**src/logic/dtt_defs.vh**
```
// constants for the memory thermal throttle block
`ifndef DTT_DEFS_VH
`define DTT_DEFS_VH
`define DTT_ROW_BITS 3
`define DTT_TALLY_W 16
`define DTT_CYC_HIT 2'h0
`define DTT_CYC_MISS 2'h1
`define DTT_CYC_EMPTY 2'h2
`define DTT_WT_HIT 4'h1
`define DTT_WT_EMPTY 4'h2
`define DTT_WT_MISS 4'h3
`define DTT_WINDOW_CYC 16'h0400
`define DTT_THROTTLE_PERIOD 4'h4
`define DTT_HOST_MHZ 40
`endif

```
**src/logic/dtt_gate.v**
```verilog
// duty-cycle gate that grants one slot in every few cycles while throttling
`default_nettype none
`include "dtt_defs.vh"
module dtt_gate #(
   parameter PERIOD = `DTT_THROTTLE_PERIOD
) (
   // clock and reset
   input wire clock,
   input wire nrst,
   // control
   input wire throttle,
   // slot enable pulse
   output reg slotOpen_q
);
   reg [3:0] cnt_q;
   always @(posedge clock) begin
      if (!nrst) begin
         cnt_q <= 4'h0;
         slotOpen_q <= 1'b1;
      end else if (!throttle) begin
         cnt_q <= 4'h0;
         slotOpen_q <= 1'b1;
      end else begin
         if (cnt_q == PERIOD - 4'h1) begin
            cnt_q <= 4'h0;
            slotOpen_q <= 1'b1;
         end else begin
            cnt_q <= cnt_q + 4'h1;
            slotOpen_q <= 1'b0;
         end
      end
   end
endmodule // dtt_gate
`default_nettype wire

```
**src/logic/dtt_throttle.v**
```verilog
// weighted per-row activity tally and over-temperature driven memory throttle
`default_nettype none
`include "dtt_defs.vh"
// Function
// - count 16-byte transfers per memory row
// - weight tally by hit, miss, empty type
// - over threshold in window reduces activity
// - throttle governs both reads and writes
// - low alert level raises interrupt/read throttle
// - alert read throttle applies to all rows
// - runs on the single host clock
module dtt_throttle #(
   parameter ROW_BITS = `DTT_ROW_BITS,
   parameter TALLY_W = `DTT_TALLY_W,
   parameter WINDOW_CYC = `DTT_WINDOW_CYC
) (
   // clock and reset
   input wire clock,
   input wire nrst,
   // transfer reports from the memory logic
   input wire xferValid,
   input wire [ROW_BITS-1:0] xferRow,
   input wire [1:0] xferCycType,
   // configuration
   input wire [TALLY_W-1:0] threshold,
   input wire alertIntEnable,
   input wire alertReadThrEnable,
   // over-temperature pin
   input wire over_temp_alert_n,
   // grants to the memory scheduler
   output reg readAllow_q,
   output reg writeAllow_q,
   output reg alertIrq_q,
   output reg activityThrottle_q
);
   localparam ROWS = 1 << ROW_BITS;
   // the window counter is 16 bits wide; longer windows are cut to it
   localparam integer WIN_LEN = WINDOW_CYC;
   localparam [15:0] WIN_LAST = WIN_LEN[15:0] - 16'h1;

   // -----------------------------
   // throttle states
   // -----------------------------
   // free: grants open; held: crossed in this window;
   // carried: crossed in the last window, not yet in this one
   localparam [1:0] ST_FREE = 2'h0;
   localparam [1:0] ST_HELD = 2'h1;
   localparam [1:0] ST_CARRIED = 2'h2;

   // -----------------------------
   // weight per cycle type
   // -----------------------------
   function [3:0] cycWeight;
      input [1:0] t;
      begin
         case (t)
            `DTT_CYC_HIT: cycWeight = `DTT_WT_HIT;
            `DTT_CYC_EMPTY: cycWeight = `DTT_WT_EMPTY;
            default: cycWeight = `DTT_WT_MISS;
         endcase
      end
   endfunction

   // -----------------------------
   // alert synchroniser
   // -----------------------------
   // the pin is asynchronous: only the second flop feeds any logic
   reg alertMeta_q;
   reg alertSync_q;
   always @(posedge clock) begin
      if (!nrst) begin
         alertMeta_q <= 1'b1;
         alertSync_q <= 1'b1;
      end else begin
         alertMeta_q <= over_temp_alert_n;
         alertSync_q <= alertMeta_q;
      end
   end
   wire alertActive = ~alertSync_q;

   // -----------------------------
   // monitoring window and tallies
   // -----------------------------
   reg [15:0] winCnt_q;
   reg [15:0] winCnt_d;
   reg [TALLY_W-1:0] tally_q [0:ROWS-1];
   reg [TALLY_W:0] addSum;
   reg [TALLY_W-1:0] addSat;
   reg hitNow;
   wire winEnd = (winCnt_q == WIN_LAST);
   integer i;

   always @* begin
      if (winEnd) begin
         winCnt_d = 16'h0;
      end else begin
         winCnt_d = winCnt_q + 16'h1;
      end
   end

   // saturate so a busy row cannot wrap back under the threshold
   always @* begin
      addSum = {1'b0, tally_q[xferRow]} + {{(TALLY_W-3){1'b0}}, cycWeight(xferCycType)};
      if (addSum[TALLY_W]) begin
         addSat = {TALLY_W{1'b1}};
      end else begin
         addSat = addSum[TALLY_W-1:0];
      end
      hitNow = xferValid && (addSat > threshold);
   end

   // -----------------------------
   // throttle state machine
   // -----------------------------
   reg [1:0] thrState_q;
   reg [1:0] thrState_d;
   reg activityThrottle_d;

   // a crossing keeps the throttle on through the following window, so
   // the release always waits for one whole clean window
   always @* begin
      thrState_d = thrState_q;
      case (thrState_q)
         ST_FREE: begin
            if (winEnd && hitNow) begin
               thrState_d = ST_CARRIED;
            end else if (hitNow) begin
               thrState_d = ST_HELD;
            end
         end
         ST_HELD: begin
            if (winEnd) begin
               thrState_d = ST_CARRIED;
            end
         end
         ST_CARRIED: begin
            if (winEnd && !hitNow) begin
               thrState_d = ST_FREE;
            end else if (!winEnd && hitNow) begin
               thrState_d = ST_HELD;
            end
         end
         default: begin
            thrState_d = ST_FREE;
         end
      endcase
      activityThrottle_d = (thrState_d != ST_FREE);
   end

   always @(posedge clock) begin
      if (!nrst) begin
         winCnt_q <= 16'h0;
         thrState_q <= ST_FREE;
         activityThrottle_q <= 1'b0;
      end else begin
         winCnt_q <= winCnt_d;
         thrState_q <= thrState_d;
         activityThrottle_q <= activityThrottle_d;
      end
   end

   // -----------------------------
   // row tallies
   // -----------------------------
   // a transfer on the window's last cycle is judged but not kept
   always @(posedge clock) begin
      if (!nrst || winEnd) begin
         for (i = 0; i < ROWS; i = i + 1) begin
            tally_q[i] <= {TALLY_W{1'b0}};
         end
      end else if (xferValid) begin
         tally_q[xferRow] <= addSat;
      end
   end

   // -----------------------------
   // slot gate and grants
   // -----------------------------
   wire readThrottle = activityThrottle_q | (alertActive & alertReadThrEnable);
   wire slotOpen;

   dtt_gate #(.PERIOD(`DTT_THROTTLE_PERIOD)) uGate (
      .clock(clock),
      .nrst(nrst),
      .throttle(readThrottle),
      .slotOpen_q(slotOpen)
   );

   // -----------------------------
   // grant registers
   // -----------------------------
   reg readAllow_d;
   reg writeAllow_d;
   reg alertIrq_d;

   // one grant line serves every row: the alert cannot tell which module is hot
   always @* begin
      if (readThrottle) begin
         readAllow_d = slotOpen;
      end else begin
         readAllow_d = 1'b1;
      end
      if (activityThrottle_q) begin
         writeAllow_d = slotOpen;
      end else begin
         writeAllow_d = 1'b1;
      end
      alertIrq_d = alertActive & alertIntEnable;
   end

   always @(posedge clock) begin
      if (!nrst) begin
         readAllow_q <= 1'b1;
         writeAllow_q <= 1'b1;
         alertIrq_q <= 1'b0;
      end else begin
         readAllow_q <= readAllow_d;
         writeAllow_q <= writeAllow_d;
         alertIrq_q <= alertIrq_d;
      end
   end
endmodule // dtt_throttle
`default_nettype wire

```
**config.mk**
```make
export PLATFORM = sky130hd
export DESIGN_NAME = dtt_throttle
export DESIGN_NICKNAME = d
export VERILOG_FILES = /design/src/logic/dtt_gate.v /design/src/logic/dtt_throttle.v
export VERILOG_INCLUDE_DIRS = /design/src /design/src/logic
export SDC_FILE = /design/constraint.sdc
export NUM_CORES = 1
export LEC_CHECK = 0
export ABC_AREA = 0
export BUFFER_PORTS_ARGS = -buffer_cell sky130_fd_sc_hd__buf_2
export CELL_PAD_IN_SITES_DETAIL_PLACEMENT = 1
export CELL_PAD_IN_SITES_GLOBAL_PLACEMENT = 1
export CORE_MARGIN = 2
export CORE_UTILIZATION = 39
export DETAILED_ROUTE_END_ITERATION = 6
export GPL_TIMING_DRIVEN = 0
export PLACE_DENSITY = 0.64
export SLEW_MARGIN = 20
export SYNTH_ARGS = -nofsm -noshare
export SYNTH_HDL_FRONTEND = slang
export SYNTH_SLANG_ARGS = --single-unit
```
**constraint.sdc**
```tcl
create_clock -name clock -period 5.8 [get_ports clock]
set_input_delay 0.29 -clock clock [delete_from_list [all_inputs] [get_ports clock]]
set_output_delay 0.29 -clock clock [all_outputs]
set_load 0.02 [all_outputs]
```
==> out/metrics.yaml <==
yosys:
  yosysWarnings: 0
  yosysSeqAreaShare_pct: 57.81
  postSynthAreaPerCell_um2: 11.96
  synthCells: 640
  synth_edf_count: 128
  ys_ff_latch: 157
  async_flop_share_pct: 0
  synthTopCellsByCount: "nor2_1, edfxtp_1, inv_1"
  ys_dominant_reg_cell: "edfxtp_1"
  netlist_area_mm2: 0.007654
  yosysUniqueCellTypes: 55
  synth.most_common_cell: "nor2_1"
  synth_fp_nets: 688
  yosysTopAreaCell: "edfxtp_1"
  synthTopCellsByArea: "edfxtp_1, dfxtp_1, nor2_1"
  synth_top_area_share_pct: 50.22
place:
  portBuffers: 27
  dp_hpwl_mm: 13.83
  gp_congestion: 0.8257
clocking:
  cts.clk_slew.worst_paths_ps: 60
  cts_resized: 0
  cts-htree-levels: 4
  clk_latency_ps: 430
  cts.sinks: 157
  cts_tree: "done"
  postCtsHoldBufs: 0
  clockRootBuffer: "clkbuf_16"
  cts_max_path_buffers: 2
  post_cts_buffers: 0
  cts-buffers-inserted: 17
global_routing:
  grt_antenna_before_repair: 0
  grt_use_total_pct: 21.42
  grt_pass1_wl_mm: 31.97
  grt_pass1_vias: 5620
  grt_max_degree: 17
  grt_overflow: 0
timing:
  hold_viol_final: 0
  hold_ws_ps: 46.94
  clock_skew_ps: 10.14
  setup_viol: 0
  fin_crit_sh_pct: 87.60
  timing.fmax_mhz: 196.8
  slew_viol_final: 0
  rsz0062_at_grt: "false"
  period_minus_slack_ps: 5081
  worst_pin_slew_ps: 1124
  slew_headroom_pct: 24.86
  tns_ps: 0
routing:
  wl_per_cell_um: 21.50
  met2_length_mm: 10.17
  via_count: 5216
  dr.pass1.iters: 5
  drc: 0
  ant_nets: 0
  wl_met3_mm: 1.381
  wirelength_mm: 20.73
  drt_iter0_drc: 323
  top_layer: "met4"
  vias_per_cell: 5.411
  wl_met1_mm: 8.804
hold_path:
  hold_class: "in2reg"
  holdCritStartpoint: "over_temp_alert_n"
  min_path_cells: 2
  worstHoldEndpoint: "alertMeta_q"
worst_setup_path:
  critPathMaxStageDelay_ps: 440
  path_cells: "buf_6 -> buf_4 -> buf_2 -> clkbuf_1 -> nand3b_1 -> a21oi_1 -> a21oi_1 -> o211a_1 -> inv_1 -> ha_1 -> a21o_1 -> nand3_1 -> or3_1 -> a21oi_2 -> inv_1 -> ha_1 -> nand4_1 -> o41ai_1 -> a21oi_1 -> or3_1 -> a31oi_1"
  cp_num_buf_inv: 6
  crit_type: "in2reg"
  regToRegEndpoint: "tally_q[5][2]"
  critPathTopFamily: "compound AO/OA/AOI/OAI gates"
  r2r_cells: 8
  cp.required_ps: 6160
  cp_max_fo: 10
  timing.rr.start: "winCnt_q[0]"
  r2r_slack_ps: 1150
  crit_path_top_delay_cell: "a21oi_2"
  cp.depth: 21
  end_kind: "flip-flop"
  cp-start-kind: "input pin"
  path_common_cell: "a21oi_1"
  worstPathArrival_ps: 5440
pwr:
  leakage_nw: 3.360
  max-vdd-ir-drop_mv: 0.2009
  power.density_mw_per_mm2: 305.2
finish:
  drive_gt1_share_pct: 18.45
  diodes: 0
  fin_nets: 734
  final_core_util_pct: 44.89
  fillers: 2068
  area_growth_pct: 13.41
floorplan:
  die_x_um: 144.1
  io_pins: 31
  dieArea_mm2: 0.02076
  initial_core_util_pct: 39.58
  die_y_um: 144.1
  fp-row-count: 51
  core_mm2: 0.01933
status:
  status: "complete, no violations"
flow_run:
  maxCapViolCount: 0
-- kinds of logic (layout without fill, tap and decap cells) --
logic type / count (synthesis) / after routing / share of synthesized area [%]
flip-flops: 157 / 157 / 57.81
adder cells (fa/ha/maj): 21 / 21 / 3.531
AO/OA/AOI/OAI: 56 / 56 / 4.806
buffers and inverters: 64 / 123 / 4.022
XOR/XNOR: 23 / 23 / 2.632
multiplexers: 46 / 46 / 10.79
AND/OR/NAND/NOR: 273 / 273 / 16.41
-- worst register-to-register path: cells and delay by family (launching register included) --
family,cells,cell delay (ps)
DFF,1,380
adders and majority gates,1,200
and+or+nand+nor,6,2850
buffers and inverters,1,700
-- state kept, by name, indices dropped and copies added (netlist names) --
| signal | cells |
|---|---|
| activityThrottle_q | 1 |
| alertIrq_q | 1 |
| alertMeta_q | 1 |
| alertSync_q | 1 |
| readAllow_q | 1 |
| tally_q | 128 |
| thrState_q | 2 |
| uGate.cnt_q | 4 |
| uGate.slotOpen_q | 1 |
| winCnt_q | 16 |
| writeAllow_q | 1 |
-- worst max path at each step --
stage                           from       endpoint  slack [ps]
after floorplan           xferRow[0]  thrState_q[1]        1230
after CTS                 xferRow[0]  thrState_q[1]         700
after detailed placement  xferRow[0]  thrState_q[1]         280
after global placement    xferRow[0]  thrState_q[1]         270
after global routing      xferRow[1]  thrState_q[1]         300
final                     xferRow[1]  thrState_q[1]         720
-- power breakdown --
group | internal [mW] | leakage (nW) | switching [mW]
Sequential | 1.26 | 1.56 | 0.0144
Clock | 0.600 | 0.284 | 0.468
Combinational | 0.105 | 1.51 | 0.197
Total | 1.97 | 3.36 | 0.680
-- final cells by class --
cell class | instances | area (um^2) | area share (%)
inverters | 36 | 135.1 | 1.557
repair buffers | 27 | 135.1 | 1.557
clock inverters | 11 | 77.57 | 0.8938
clock buffers | 21 | 481.7 | 5.550
well taps | 265 | 331.6 | 3.820
multi-input cells | 419 | 2922 | 33.66
flip-flops and latches | 157 | 4424 | 50.97
plain buffers | 28 | 172.7 | 1.989
-- cell usage in the layout (no fill, tap or decap), drive strengths merged, types with 11 or more instances in the layout --
cell type  count
nor2         162
edfxtp       128
buf           51
inv           42
nand2         34
dfxtp         29
a21oi         27
mux4          27
clkbuf        25
ha            20
nand3         16
mux2i         15
xor2          12
xnor2         11
-- routing by layer --
metal  track usage (%)  vias up
li1                  -     2378
met1             27.60     2642
met2             35.44      169
met3             5.033       27
met4             7.792        0
met5                 0        -
-- metrics by stage --
step                      instance area, um^2  instances  power (mW)  worst slack (ps)
after detailed placement                 8120        932       1.606             280.5
final                                    8680        964       2.649             719.2
after CTS                                8680        964       2.664             698.8
after global placement                   8120        932       1.592             270.9
after global routing                     8680        964       2.741             300.2
after floorplan                          7654        640       1.502              1226
No activity file was read; power rests on OpenSTA's default activity.
